==> src/rtl/srpc_pkg.sv <==
// Purpose: Shared constants and types for the source-route port configuration store
// Assumes: Fixed port count, one clock domain
// Notes: Port type vector marks which ports do source routing
package srpc_pkg;
    localparam int unsigned SRPC_NPORTS = 4;
    localparam int unsigned SRPC_PW = 2;
    localparam int unsigned SRPC_NPAIRS = SRPC_NPORTS * SRPC_NPORTS;
    localparam int unsigned SRPC_PAIRW = 2 * SRPC_PW;
    localparam int unsigned SRPC_CNTW = SRPC_PAIRW + 1;
    localparam int unsigned SRPC_LANW = 12;
    localparam int unsigned SRPC_MSDUW = 16;
    localparam int unsigned SRPC_LIMW = 4;
    localparam int unsigned SRPC_BNW = 4;
    localparam int unsigned SRPC_RIFW = 5;
    localparam int unsigned SRPC_PRIOW = 3;
    localparam int unsigned SRPC_DATAW = 32;
    localparam logic [SRPC_LIMW-1:0] SRPC_RD_LIM_MAX = 4'hE;
    localparam logic [SRPC_LIMW-1:0] SRPC_RD_LIM_RST = 4'h7;
    localparam logic [SRPC_LANW-1:0] SRPC_LAN_RST = 12'h000;
    localparam logic [SRPC_MSDUW-1:0] SRPC_MSDU_RST = 16'h05DC;
    localparam logic [SRPC_BNW-1:0] SRPC_BN_RST = 4'h0;
    localparam logic [SRPC_RIFW-1:0] SRPC_RIF_LEN_MIN = 5'h04;
    localparam logic [SRPC_NPORTS-1:0] SRPC_PORT_SRT = 4'hF;

    typedef enum logic {
        SRPC_PT_TB = 1'b0,
        SRPC_PT_SRT = 1'b1
    } srpc_port_type_t;

    typedef enum logic {
        SRPC_LIM_ARE = 1'b0,
        SRPC_LIM_STE = 1'b1
    } srpc_lim_sel_t;

    typedef enum logic {
        SRPC_LF_BASE = 1'b0,
        SRPC_LF_EXT = 1'b1
    } srpc_lf_mode_t;

    typedef enum logic [1:0] {
        SRPC_FK_NSR = 2'b00,
        SRPC_FK_SRF = 2'b01,
        SRPC_FK_ARE = 2'b10,
        SRPC_FK_STE = 2'b11
    } srpc_frame_kind_t;
endpackage : srpc_pkg

==> src/rtl/srpc_filt_if.sv <==
// Purpose: Carries limits and frame facts between the store and the explorer filter
// Assumes: Same clock on both sides
// Notes: Purely combinational signals
`timescale 1ns/1ps
interface srpc_filt_if;
    import srpc_pkg::*;
    logic [SRPC_LIMW-1:0] are_lim;
    logic [SRPC_LIMW-1:0] ste_lim;
    logic lth4_en;
    srpc_frame_kind_t kind;
    logic [SRPC_LIMW:0] rd_cnt;
    logic [SRPC_RIFW-1:0] rif_len;
    logic pass;
    modport ctl (output are_lim, output ste_lim, output lth4_en, output kind,
        output rd_cnt, output rif_len, input pass);
    modport filt (input are_lim, input ste_lim, input lth4_en, input kind,
        input rd_cnt, input rif_len, output pass);
endinterface : srpc_filt_if

==> src/rtl/srpc_explorer_filter.sv <==
// Purpose: Decides whether a frame may be relayed against the explorer limits
// Assumes: Route descriptor count already extracted by the parser
// Notes: Non-explorer frames always pass
`timescale 1ns/1ps
module srpc_explorer_filter
    import srpc_pkg::*;
(
    // Limits and frame facts
    srpc_filt_if.filt f
);
    import srpc_pkg::*;

    logic short_rif;

    always_comb
    begin
        short_rif = (f.rif_len == SRPC_RIF_LEN_MIN);
        unique case (f.kind)
            SRPC_FK_ARE:
            begin
                f.pass = (f.rd_cnt <= {1'b0, f.are_lim})
                    && (!short_rif || f.lth4_en);
            end
            SRPC_FK_STE:
            begin
                f.pass = (f.rd_cnt <= {1'b0, f.ste_lim})
                    && (!short_rif || f.lth4_en);
            end
            SRPC_FK_NSR, SRPC_FK_SRF:
            begin
                f.pass = 1'b1;
            end
        endcase
    end
endmodule : srpc_explorer_filter

==> src/rtl/srpc_port_config.sv <==
// Purpose: Per-port source-route settings, port-pair table and relay gate
// Assumes: Management strobes are one-cycle pulses on i_clock
// Notes: Relay holds one frame, so frames leave in arrival order
//
// Functional notes
// - Store 12-bit LAN identifier per port
// - Store writable largest payload size per port
// - Limit write selects ARE or STE limit
// - Drop ARE frames over ARE limit
// - Drop STE frames over STE limit
// - Port read returns type, LAN, size, limits
// - Report count of port-pair table entries
// - Pair read returns bridge number and state
// - Pair write stores bridge number and state
// - Keep order of same-priority relayed frames
// - Submit each frame to MAC once
// - Optionally forward explorers with length four
// - Readable writable largest-frame encoding mode
`timescale 1ns/1ps
module srpc_port_config
    import srpc_pkg::*;
(
    // Clock and reset
    input wire logic i_clock,
    input wire logic i_sys_rst,
    // Bridge-wide settings
    input wire logic i_lf_mode_wr,
    input wire srpc_lf_mode_t i_lf_mode,
    output srpc_lf_mode_t o_lf_mode,
    input wire logic i_lth4_en,
    // Per-port writes
    input wire logic i_lan_wr,
    input wire logic i_msdu_wr,
    input wire logic i_lim_wr,
    input wire logic [srpc_pkg::SRPC_PW-1:0] i_wr_port,
    input wire logic [srpc_pkg::SRPC_LANW-1:0] i_lan_id,
    input wire logic [srpc_pkg::SRPC_MSDUW-1:0] i_msdu_size,
    input wire srpc_lim_sel_t i_lim_sel,
    input wire logic [srpc_pkg::SRPC_LIMW-1:0] i_lim_val,
    output logic o_lim_reject,
    // Port parameter read
    input wire logic [srpc_pkg::SRPC_PW-1:0] i_rd_port,
    output srpc_port_type_t o_rd_type,
    output logic [srpc_pkg::SRPC_LANW-1:0] o_rd_lan_id,
    output logic [srpc_pkg::SRPC_MSDUW-1:0] o_rd_msdu_size,
    output logic [srpc_pkg::SRPC_LIMW-1:0] o_rd_are_lim,
    output logic [srpc_pkg::SRPC_LIMW-1:0] o_rd_ste_lim,
    // Port-pair table
    input wire logic i_pair_wr,
    input wire logic [srpc_pkg::SRPC_PW-1:0] i_pair_lo,
    input wire logic [srpc_pkg::SRPC_PW-1:0] i_pair_hi,
    input wire logic [srpc_pkg::SRPC_BNW-1:0] i_pair_bn,
    input wire logic i_pair_en,
    output logic [srpc_pkg::SRPC_BNW-1:0] o_pair_bn,
    output logic o_pair_en,
    output logic [srpc_pkg::SRPC_CNTW-1:0] o_pair_count,
    // Relay frames in
    input wire logic i_frm_valid,
    output logic o_frm_ready,
    input wire srpc_frame_kind_t i_frm_kind,
    input wire logic [srpc_pkg::SRPC_LIMW:0] i_frm_rd_cnt,
    input wire logic [srpc_pkg::SRPC_RIFW-1:0] i_frm_rif_len,
    input wire logic [srpc_pkg::SRPC_PRIOW-1:0] i_frm_prio,
    input wire logic [srpc_pkg::SRPC_DATAW-1:0] i_frm_tag,
    output logic o_frm_drop,
    // MAC submission
    output logic o_mac_valid,
    input wire logic i_mac_ready,
    output srpc_frame_kind_t o_mac_kind,
    output logic [srpc_pkg::SRPC_PRIOW-1:0] o_mac_prio,
    output logic [srpc_pkg::SRPC_DATAW-1:0] o_mac_tag
);
    import srpc_pkg::*;

    function automatic logic [SRPC_PAIRW-1:0] pair_idx(
        input logic [SRPC_PW-1:0] lo,
        input logic [SRPC_PW-1:0] hi
    );
        pair_idx = {lo, hi};
    endfunction : pair_idx

    srpc_lf_mode_t lf_q;
    srpc_lf_mode_t lf_d;
    logic [SRPC_LANW-1:0] lan_q [SRPC_NPORTS];
    logic [SRPC_LANW-1:0] lan_d [SRPC_NPORTS];
    logic [SRPC_MSDUW-1:0] msdu_q [SRPC_NPORTS];
    logic [SRPC_MSDUW-1:0] msdu_d [SRPC_NPORTS];
    logic [SRPC_LIMW-1:0] are_q [SRPC_NPORTS];
    logic [SRPC_LIMW-1:0] are_d [SRPC_NPORTS];
    logic [SRPC_LIMW-1:0] ste_q [SRPC_NPORTS];
    logic [SRPC_LIMW-1:0] ste_d [SRPC_NPORTS];
    logic lim_ok;
    logic rej_q;
    logic rej_d;
    srpc_port_type_t rtype_d;

    always_comb
    begin
        lf_d = i_lf_mode_wr ? i_lf_mode : lf_q;
        lim_ok = (i_lim_val <= SRPC_RD_LIM_MAX);
        rej_d = i_lim_wr && !lim_ok;
        rtype_d = SRPC_PORT_SRT[i_rd_port] ? SRPC_PT_SRT : SRPC_PT_TB;
    end

    genvar gp;
    generate
        for (gp = 0; gp < SRPC_NPORTS; gp++)
        begin : g_port
            logic sel;
            always_comb
            begin
                sel = (i_wr_port == SRPC_PW'(gp));
                lan_d[gp] = (i_lan_wr && sel) ? i_lan_id : lan_q[gp];
                msdu_d[gp] = (i_msdu_wr && sel) ? i_msdu_size : msdu_q[gp];
                are_d[gp] = are_q[gp];
                ste_d[gp] = ste_q[gp];
                if (i_lim_wr && sel && lim_ok)
                begin
                    if (i_lim_sel == SRPC_LIM_ARE)
                    begin
                        are_d[gp] = i_lim_val;
                    end
                    else
                    begin
                        ste_d[gp] = i_lim_val;
                    end
                end
            end
            always_ff @(posedge i_clock)
            begin
                if (i_sys_rst)
                begin
                    lan_q[gp] <= SRPC_LAN_RST;
                    msdu_q[gp] <= SRPC_MSDU_RST;
                    are_q[gp] <= SRPC_RD_LIM_RST;
                    ste_q[gp] <= SRPC_RD_LIM_RST;
                end
                else
                begin
                    lan_q[gp] <= lan_d[gp];
                    msdu_q[gp] <= msdu_d[gp];
                    are_q[gp] <= are_d[gp];
                    ste_q[gp] <= ste_d[gp];
                end
            end
        end
    endgenerate

    // Port parameter read, registered
    always_ff @(posedge i_clock)
    begin
        if (i_sys_rst)
        begin
            lf_q <= SRPC_LF_BASE;
            rej_q <= 1'b0;
            o_rd_type <= SRPC_PT_TB;
            o_rd_lan_id <= SRPC_LAN_RST;
            o_rd_msdu_size <= SRPC_MSDU_RST;
            o_rd_are_lim <= SRPC_RD_LIM_RST;
            o_rd_ste_lim <= SRPC_RD_LIM_RST;
        end
        else
        begin
            lf_q <= lf_d;
            rej_q <= rej_d;
            o_rd_type <= rtype_d;
            o_rd_lan_id <= lan_q[i_rd_port];
            o_rd_msdu_size <= msdu_q[i_rd_port];
            o_rd_are_lim <= are_q[i_rd_port];
            o_rd_ste_lim <= ste_q[i_rd_port];
        end
    end

    assign o_lf_mode = lf_q;
    assign o_lim_reject = rej_q;

    // Port-pair table; an entry counts once it has been written
    logic [SRPC_BNW-1:0] bn_q [SRPC_NPAIRS];
    logic [SRPC_BNW-1:0] bn_d [SRPC_NPAIRS];
    logic [SRPC_NPAIRS-1:0] en_q;
    logic [SRPC_NPAIRS-1:0] en_d;
    logic [SRPC_NPAIRS-1:0] used_q;
    logic [SRPC_NPAIRS-1:0] used_d;
    logic [SRPC_CNTW-1:0] cnt_d;
    logic [SRPC_PAIRW-1:0] widx;

    always_comb
    begin
        widx = pair_idx(i_pair_lo, i_pair_hi);
        en_d = en_q;
        used_d = used_q;
        cnt_d = '0;
        for (int i = 0; i < SRPC_NPAIRS; i++)
        begin
            bn_d[i] = bn_q[i];
            cnt_d = cnt_d + SRPC_CNTW'(used_q[i]);
        end
        if (i_pair_wr)
        begin
            bn_d[widx] = i_pair_bn;
            en_d[widx] = i_pair_en;
            used_d[widx] = 1'b1;
        end
    end

    always_ff @(posedge i_clock)
    begin
        if (i_sys_rst)
        begin
            en_q <= '0;
            used_q <= '0;
            for (int i = 0; i < SRPC_NPAIRS; i++)
            begin
                bn_q[i] <= SRPC_BN_RST;
            end
            o_pair_bn <= SRPC_BN_RST;
            o_pair_en <= 1'b0;
            o_pair_count <= '0;
        end
        else
        begin
            en_q <= en_d;
            used_q <= used_d;
            for (int i = 0; i < SRPC_NPAIRS; i++)
            begin
                bn_q[i] <= bn_d[i];
            end
            o_pair_bn <= bn_q[widx];
            o_pair_en <= en_q[widx];
            o_pair_count <= cnt_d;
        end
    end

    // Relay gate: one slot, so order is kept for every priority
    srpc_filt_if f ();
    srpc_explorer_filter u_filt (
        .f(f)
    );

    assign f.are_lim = are_q[i_wr_port];
    assign f.ste_lim = ste_q[i_wr_port];
    assign f.lth4_en = i_lth4_en;
    assign f.kind = i_frm_kind;
    assign f.rd_cnt = i_frm_rd_cnt;
    assign f.rif_len = i_frm_rif_len;

    logic mv_q;
    logic mv_d;
    srpc_frame_kind_t mk_q;
    srpc_frame_kind_t mk_d;
    logic [SRPC_PRIOW-1:0] mp_q;
    logic [SRPC_PRIOW-1:0] mp_d;
    logic [SRPC_DATAW-1:0] mt_q;
    logic [SRPC_DATAW-1:0] mt_d;
    logic take;

    always_comb
    begin
        o_frm_ready = !mv_q || i_mac_ready;
        take = i_frm_valid && o_frm_ready;
        o_frm_drop = take && !f.pass;
        mv_d = mv_q && !i_mac_ready;
        mk_d = mk_q;
        mp_d = mp_q;
        mt_d = mt_q;
        if (take && f.pass)
        begin
            mv_d = 1'b1;
            mk_d = i_frm_kind;
            mp_d = i_frm_prio;
            mt_d = i_frm_tag;
        end
    end

    always_ff @(posedge i_clock)
    begin
        if (i_sys_rst)
        begin
            mv_q <= 1'b0;
            mk_q <= SRPC_FK_NSR;
            mp_q <= '0;
            mt_q <= '0;
        end
        else
        begin
            mv_q <= mv_d;
            mk_q <= mk_d;
            mp_q <= mp_d;
            mt_q <= mt_d;
        end
    end

    assign o_mac_valid = mv_q;
    assign o_mac_kind = mk_q;
    assign o_mac_prio = mp_q;
    assign o_mac_tag = mt_q;
endmodule : srpc_port_config

==> config.mk <==
export PLATFORM = sky130hd
export DESIGN_NAME = srpc_port_config
export DESIGN_NICKNAME = d
export VERILOG_FILES = /design/src/rtl/srpc_pkg.sv /design/src/rtl/srpc_filt_if.sv /design/src/rtl/srpc_explorer_filter.sv /design/src/rtl/srpc_port_config.sv
export SDC_FILE = /design/constraint.sdc
export NUM_CORES = 1
export LEC_CHECK = 0
export ABC_AREA = 1
export BUFFER_PORTS_ARGS = -buffer_cell sky130_fd_sc_hd__buf_2
export CELL_PAD_IN_SITES_DETAIL_PLACEMENT = 1
export CELL_PAD_IN_SITES_GLOBAL_PLACEMENT = 1
export CORE_ASPECT_RATIO = 0.5
export CORE_MARGIN = 2
export CORE_UTILIZATION = 47
export DETAILED_ROUTE_END_ITERATION = 6
export GPL_TIMING_DRIVEN = 0
export PLACE_DENSITY = 0.92
export SETUP_SLACK_MARGIN = 0.5
export SYNTH_ARGS = -nofsm -noshare
export SYNTH_HDL_FRONTEND = slang
export SYNTH_SLANG_ARGS = --single-unit
==> constraint.sdc <==
create_clock -name i_clock -period 6.1 [get_ports i_clock]
set_input_delay 1.525 -clock i_clock [delete_from_list [all_inputs] [get_ports i_clock]]
set_output_delay 1.525 -clock i_clock [all_outputs]
set_load 0.05 [all_outputs]
==> flow_metrics.py, run 1 <==
metrics = {
    "outcome": {
        "outcome": "finished, final reports clean",
    },
    "global_route": {
        "grt_pass1_vias": 13670,
        "grt_antenna_before_repair": 2,
        "grt_max_degree": 17,
        "wire_length_of_the_first_global_routing_pass_mm": 75.83,
        "grt.total_usage_pct": 30.81,
        "grt_remaining_overflow": 0,
    },
    "synth": {
        "post_synth_instance_area_um2": 14090,
        "synthTopCellsByArea": "edfxtp_1 (31%), dfxtp_1 (26%), nor2_1 (11%)",
        "yosys-top-cells-count": "nor2_1 (423), dfxtp_1 (183), nand2_1 (146)",
        "synthesis.yosys.warnings": 0,
        "synth_top_cell_area_share_pct": 30.68,
        "dominantRegCellSynth": "dfxtp_1",
        "postSynthAreaPerCell_um2": 8.841,
        "cells_after_synthesis": 1594,
        "synth_cell_type_count": 34,
        "async_reset_ff_share_pct": 0,
        "synthMostInstantiatedCell": "nor2_1",
        "synth.ff_latch_count": 327,
        "synth_fp_nets": 1721,
        "netlist.top_cell.by_area": "edfxtp_1",
        "number_of_enable_flip_flop_cells_after_synthesis": 144,
        "synth_seq_area_share_pct": 56.68,
    },
    "routing": {
        "post_drt_wl_per_cell_um": 22.27,
        "detail-route-antenna-nets": 0,
        "drt-pass1-iter-count": 7,
        "avgViaCountPerCell": 5.739,
        "detailedRoute.firstIterationViolations": 1225,
        "vias": 12850,
        "drc": 0,
        "detail_route.wirelength_mm": 49.87,
    },
    "critical_path": {
        "critical_path_required_ns": 4.58,
        "timing.critical_path.buf_inv": 7,
        "cp_delay_by_family_top": "buffers and inverters",
        "critPathSlowestCell": "ha_1",
        "end_kind": "primary output",
        "cp-start-kind": "input pin",
        "ff2ff_setup_slack_ns": 2.60,
        "cp_cell_sequence": "buf_2, inv_2, nor2_1, buf_4, a22o_1, a221oi_2, ha_1, nand2_1, inv_1, nand3b_1, nand3_1, nand2_1, nand3_2, nand2_2, buf_8, buf_8, nor2_1, buf_6",
        "critical_path_class": "in2out",
        "timing.critical_path.slowest_cell_delay_ns": 0.36,
        "max_fo_critical_path": 10,
        "critPathArrivalTime_ns": 4.05,
    },
    "floorplanning": {
        "ios": 193,
        "fp.dieH_um": 126.4,
        "fp.coreArea_um2": 29230,
        "number_of_placement_rows": 44,
        "dieWidth_um": 248.9,
        "floorplan.initialDensity_pct": 48.21,
        "fp.dieArea_um2": 31470,
    },
    "placement": {
        "placed_cells": 2176,
        "estimated_wirelength_of_the_detail_placed_design_mm": 33.30,
        "buffers_added_on_ports": 186,
        "place_congestion": 0.8944,
    },
    "cells_and_area": {
        "n_fill_cell": 3459,
        "syn2layout_area_growth_pct": 18.33,
        "design.final.nets": 1952,
        "drive_gt1_share_pct": 19.66,
        "fin_cells": 2239,
    },
    "sta": {
        "max_slew_margin_pct": 29.09,
        "finClkSkew_ns": 0.01187,
        "worst-slew-pin-transition_ns": 1.063,
        "setup_tns_ns": 0,
        "grt_setup_unrepaired": "false",
        "post-route-period-util_pct": 91.37,
        "final-max-slew-violation-count": 0,
        "achievable_freq_mhz": 179.4,
        "timing_hold_violations_final": 0,
        "period_needed_ns": 5.574,
        "finalSetupViolCount": 0,
    },
    "clocking": {
        "cts_hold_buffers": 0,
        "cts.path.max_buffers": 3,
        "clk_pin_slew_ns": 0.07,
        "cts_made_buffers": 29,
        "cts-htree-levels": 1,
        "cts_tree": "done",
        "clkSinkCount": 327,
        "clk-insertion-delay-late_ns": 0.58,
        "cts-root-buf": "clkbuf_16",
    },
    "power": {
        "power.density_nw_per_um2": 306.9,
        "leakage_nw": 7.128,
        "peakVddDrop_uv": 256.0,
    },
    "worst_hold_path": {
        "min-delay-path-class": "reg2reg",
    },
    "flow_run": {
        "maxCapViolCount": 0,
    },
}
## layout by cell type (no fill, tap or decap), types with 9 or more instances in the layout
cell,instances
clkbuf_16,31
or2_2,13
o21ai_0,132
buf_4,17
inv_2,19
nand3_2,21
nand3_1,38
nand2_1,144
ha_1,12
nor2_1,423
clkbuf_1,50
nor2_2,10
fa_1,10
edfxtp_1,144
inv_1,130
buf_1,9
o211ai_1,28
or2_1,10
a22oi_1,43
a21oi_1,104
buf_2,210
dfxtp_1,183
## stage by stage
step / hold slack [ns] / utilization (%) / setup slack (ns) / power [W] / instance area, um^2
floorplan: 0.4412 / - / 0.7276 / 0.002964 / 14090
global placement: 0.4354 / 53.06 / 0.4150 / 0.003166 / 15510
global route: 0.5016 / 57.04 / 0.4193 / 0.005253 / 16670
CTS: 0.4724 / 56.63 / 0.5245 / 0.005084 / 16550
finish: 0.4732 / 57.04 / 0.5262 / 0.005118 / 16670
detailed placement: 0.4623 / 53.24 / 0.2689 / 0.003211 / 15560
## what timing repair did
| item | 4_1_cts | 5_1_grt |
|---|---|---|
| buffers inserted | 2 | 7 |
| gates cloned | 0 | 0 |
| resized for setup | 8 | 13 |
| endpoints found under the setup margin | 1 | 1 |
| pin swaps | 0 | 4 |
## worst paths after layout
check                start               to  depth (start not counted)
max           i_wr_port[1]       o_frm_drop                         18
min          o_mac_kind[1]    o_mac_kind[1]                          2
max reg2reg      used_q[0]  o_pair_count[3]                         11
min reg2reg  o_mac_kind[1]    o_mac_kind[1]                          2
## cell type report
type | instances | area [um^2] | area share, %
diodes | 2 | 5.005 | 0.03001
plain buffers | 85 | 425.4 | 2.551
clock buffers | 42 | 827.0 | 4.960
clock inverters | 10 | 110.1 | 0.6603
inverters | 153 | 578.1 | 3.467
multi-input cells | 1029 | 5202 | 31.20
flip-flops and latches | 327 | 7988 | 47.90
well taps | 391 | 489.2 | 2.934
repair buffers | 200 | 1050 | 6.296
## layer usage
layer  vias to the layer above  global-route usage [%]  part of all wire, %
li1                       5718                       -                    -
met2                       607                   55.46                   50
met5                         -                       0                    0
met1                      6335                   36.61                   39
met4                         0                   14.65                  4.8
met3                       189                   4.699                  6.6
## power breakdown
part | leakage, nW | total [W] | switching [W] | internal, W
Sequential | 2.92 | 0.00248 | 0.0000586 | 0.00242
Combinational | 3.75 | 0.000737 | 0.000546 | 0.000191
Clock | 0.458 | 0.00191 | 0.000876 | 0.00103
## sequential cells by signal, summed over array words and instances (netlist names)
name            cells
o_mac_kind          2
used_q             16
en_q               16
msdu_q             64
o_lf_mode           1
ste_q              16
bn_q               64
o_pair_bn           4
o_lim_reject        1
o_pair_count        5
o_rd_type           1
o_mac_prio          3
o_mac_tag          32
o_rd_lan_id        12
o_mac_valid         1
o_rd_ste_lim        4
lan_q              48
o_rd_are_lim        4
o_rd_msdu_size     16
o_pair_en           1
are_q              16
## cell families after synthesis
logic type                 synth area share (%)
AOI/OAI and AO/OA                         13.18
DFF                                       56.68
buffers and inverters                     7.023
and+or+nand+nor                           20.55
adders and majority gates                 2.575
## worst register-to-register path, stage by stage, from the launching register on
cell and delay, ns:
dfxtp_1 0.34, fa_1 0.55, inv_1 0.06, fa_1 0.42
fa_1 0.50, fa_1 0.61, inv_1 0.06, ha_1 0.29
a21o_1 0.18, a21oi_1 0.17, o21ai_0 0.11, a21oi_1 0.15
Note: power is estimated with default switching activity, not from simulation.
==> run 2: changes to the inputs <==
- CELL_PAD_IN_SITES_DETAIL_PLACEMENT: 1 -> 0
- CORE_UTILIZATION: 47 -> 49
- CTS_BUF_LIST: not set -> sky130_fd_sc_hd__clkbuf_8
- GPL_TIMING_DRIVEN: 0 -> not set
- PLACE_DENSITY: 0.92 -> 0.95
==> run 2 against run 1 <==
Critical path depth fell by 4. Clock power fell by 9%. Die area fell by 4.0%. Hold slack got worse by 0.0071 ns. Utilization rose by 0.73 points. First-iteration DRC count fell by 45%. Power fell by 5.6%. Largest cell class unchanged. Largest power group unchanged.
==> flow_metrics.py, run 2 (synthesis gave the netlist of run 1 again) <==
metrics = {
    "routing": {
        "detailedRoute.firstIterationViolations": 674,
        "detail_route.wirelength_mm": 34.41,
        "detail-route-antenna-nets": 0,
        "post_drt_wl_per_cell_um": 15.78,
        "vias": 11290,
        "drt-pass1-iter-count": 7,
        "drc": 0,
        "avgViaCountPerCell": 5.181,
    },
    "cells_and_area": {
        "layout_commonest_cell": "nor2_1",
        "design.final.nets": 1890,
        "antenna_cells": 0,
        "finish.utilization_pct": 57.77,
        "syn2layout_area_growth_pct": 14.69,
        "top_regs": "bn_q x64, msdu_q x64, lan_q x48",
        "drive_gt1_share_pct": 19.08,
        "leading_cell_types_in_the_layout_fill_and_taps_excluded": "nor2_1 (421), buf_2 (192), dfxtp_1 (183)",
    },
    "critical_path": {
        "cp-start-kind": "input pin",
        "end_kind": "primary output",
        "timing.critical_path.buf_inv": 3,
        "critical_path_class": "in2out",
        "path_length_in_cells_of_the_critical_path": 14,
        "critPathSlowestCell": "ha_1",
        "critical_path_required_ns": 4.58,
        "cp_delay_by_family_top": "simple AND/OR/NAND/NOR gates",
        "cell_count_of_the_worst_reg_to_reg_path": 11,
        "timing.critical_path.slowest_cell_delay_ns": 0.31,
        "cpMostUsedCell": "nand2_1",
        "critPathArrivalTime_ns": 3.65,
        "ff2ff_setup_slack_ns": 2.70,
        "max_fo_critical_path": 7,
        "cp_cell_sequence": "buf_2, nand2_1, inv_1, a22o_1, a221oi_1, ha_1, nand2_1, nor2_1, a21oi_1, nand2_1, nand3_2, nand2_2, nor2_1, buf_2",
    },
    "sta": {
        "period_needed_ns": 5.171,
        "finalSetupViolCount": 0,
        "post-route-period-util_pct": 84.77,
        "finClkSkew_ns": 0.03036,
        "max_slew_margin_pct": 29.53,
        "grt_setup_unrepaired": "false",
        "achievable_freq_mhz": 193.4,
        "final-max-slew-violation-count": 0,
        "setup_tns_ns": 0,
        "timing_hold_violations_final": 0,
        "worst-slew-pin-transition_ns": 1.056,
    },
    "clocking": {
        "cts-htree-levels": 2,
        "cts.repair_timing.setup_buffer_count": 0,
        "cts_tree": "done",
        "clkSinkCount": 327,
        "clk_pin_slew_ns": 0.06,
        "postCtsResizedCells": 0,
        "clk-insertion-delay-late_ns": 0.59,
        "cts_hold_buffers": 0,
        "cts_made_buffers": 46,
        "cts-root-buf": "clkbuf_8",
        "cts.path.max_buffers": 3,
    },
    "power": {
        "leakage_nw": 6.992,
        "peakVddDrop_uv": 161.1,
        "power.density_nw_per_um2": 298.8,
    },
    "outcome": {
        "outcome": "finished, final reports clean",
    },
    "floorplanning": {
        "fp.coreArea_um2": 27980,
        "ios": 193,
        "fp.dieArea_um2": 30210,
        "number_of_placement_rows": 43,
        "fp.dieH_um": 123.9,
        "dieWidth_um": 243.8,
        "floorplan.initialDensity_pct": 50.37,
    },
    "global_route": {
        "grt_pass1_vias": 10710,
        "wire_length_of_the_first_global_routing_pass_mm": 54.28,
        "grt_remaining_overflow": 0,
        "grt_max_degree": 97,
        "grt.total_usage_pct": 22.54,
        "grt_antenna_before_repair": 0,
    },
    "placement": {
        "buffers_added_on_ports": 192,
        "estimated_wirelength_of_the_detail_placed_design_mm": 21.90,
        "place_congestion": 0.8780,
    },
    "worst_hold_path": {
        "min-delay-path-class": "reg2reg",
        "timing.hold.worst_path_depth": 2,
    },
    "flow_run": {
        "maxCapViolCount": 0,
    },
}
==> run 2: through the flow <==
| stage | hold slack (ns) | power (W) | area [um^2] | setup WS, ns | std cells |
|---|---|---|---|---|---|
| 2_1_floorplan | 0.4412 | 0.002964 | 14090 | 0.7276 | 1594 |
| 3_3_place_gp | 0.4394 | 0.003130 | 15230 | 0.9499 | 2097 |
| 3_5_place_dp | 0.4534 | 0.003139 | 15230 | 0.9248 | 2097 |
| 4_1_cts | 0.4636 | 0.004863 | 16160 | 0.9130 | 2180 |
| 5_1_grt | 0.4769 | 0.005029 | 16160 | 0.6450 | 2180 |
| 6_report | 0.4661 | 0.004829 | 16160 | 0.9291 | 2180 |
==> run 2: area by class of cell <==
cell class	count	area, um^2
multi-input combinational	1029	5120
tap	382	478.0
clock buffer	59	812.0
timing repair buffer	206	1066
fill	2551	11810
clock inverter	24	122.6
sequential	327	7988
inverter	153	576.8
==> run 2: per-layer routing <==
metal  global-route usage, %  vias to the layer above  part of all wire, %
met5                       0                        -                    0
met3                   4.094                       68                  6.3
met4                   7.050                        0                  2.2
met2                   39.31                      359                   49
li1                        -                     5598                    -
met1                   28.93                     5269                   43
==> run 2: worst paths after layout <==
check                                  start         endpoint
worst min register to register    bn_q[0][0]       bn_q[0][0]
worst max-delay path            i_wr_port[1]       o_frm_drop
worst min-delay path              bn_q[0][0]       bn_q[0][0]
worst max register to register     used_q[0]  o_pair_count[3]
==> run 2: worst register-to-register path, stage by stage, from the launching register on <==
cell,delay [ns]
dfxtp_1,0.33
fa_1,0.53
inv_1,0.05
fa_1,0.41
fa_1,0.50
fa_1,0.61
inv_1,0.06
ha_1,0.28
a21o_1,0.18
a21oi_1,0.15
o21ai_0,0.09
a21oi_1,0.17
==> run 2: power breakdown <==
group | total, W | internal (W) | switching [W]
sequential | 0.00246 | 0.00242 | 0.0000457
combinational | 0.000627 | 0.000163 | 0.000464
clock | 0.00174 | 0.000908 | 0.000832
total | 0.00483 | 0.00349 | 0.00134
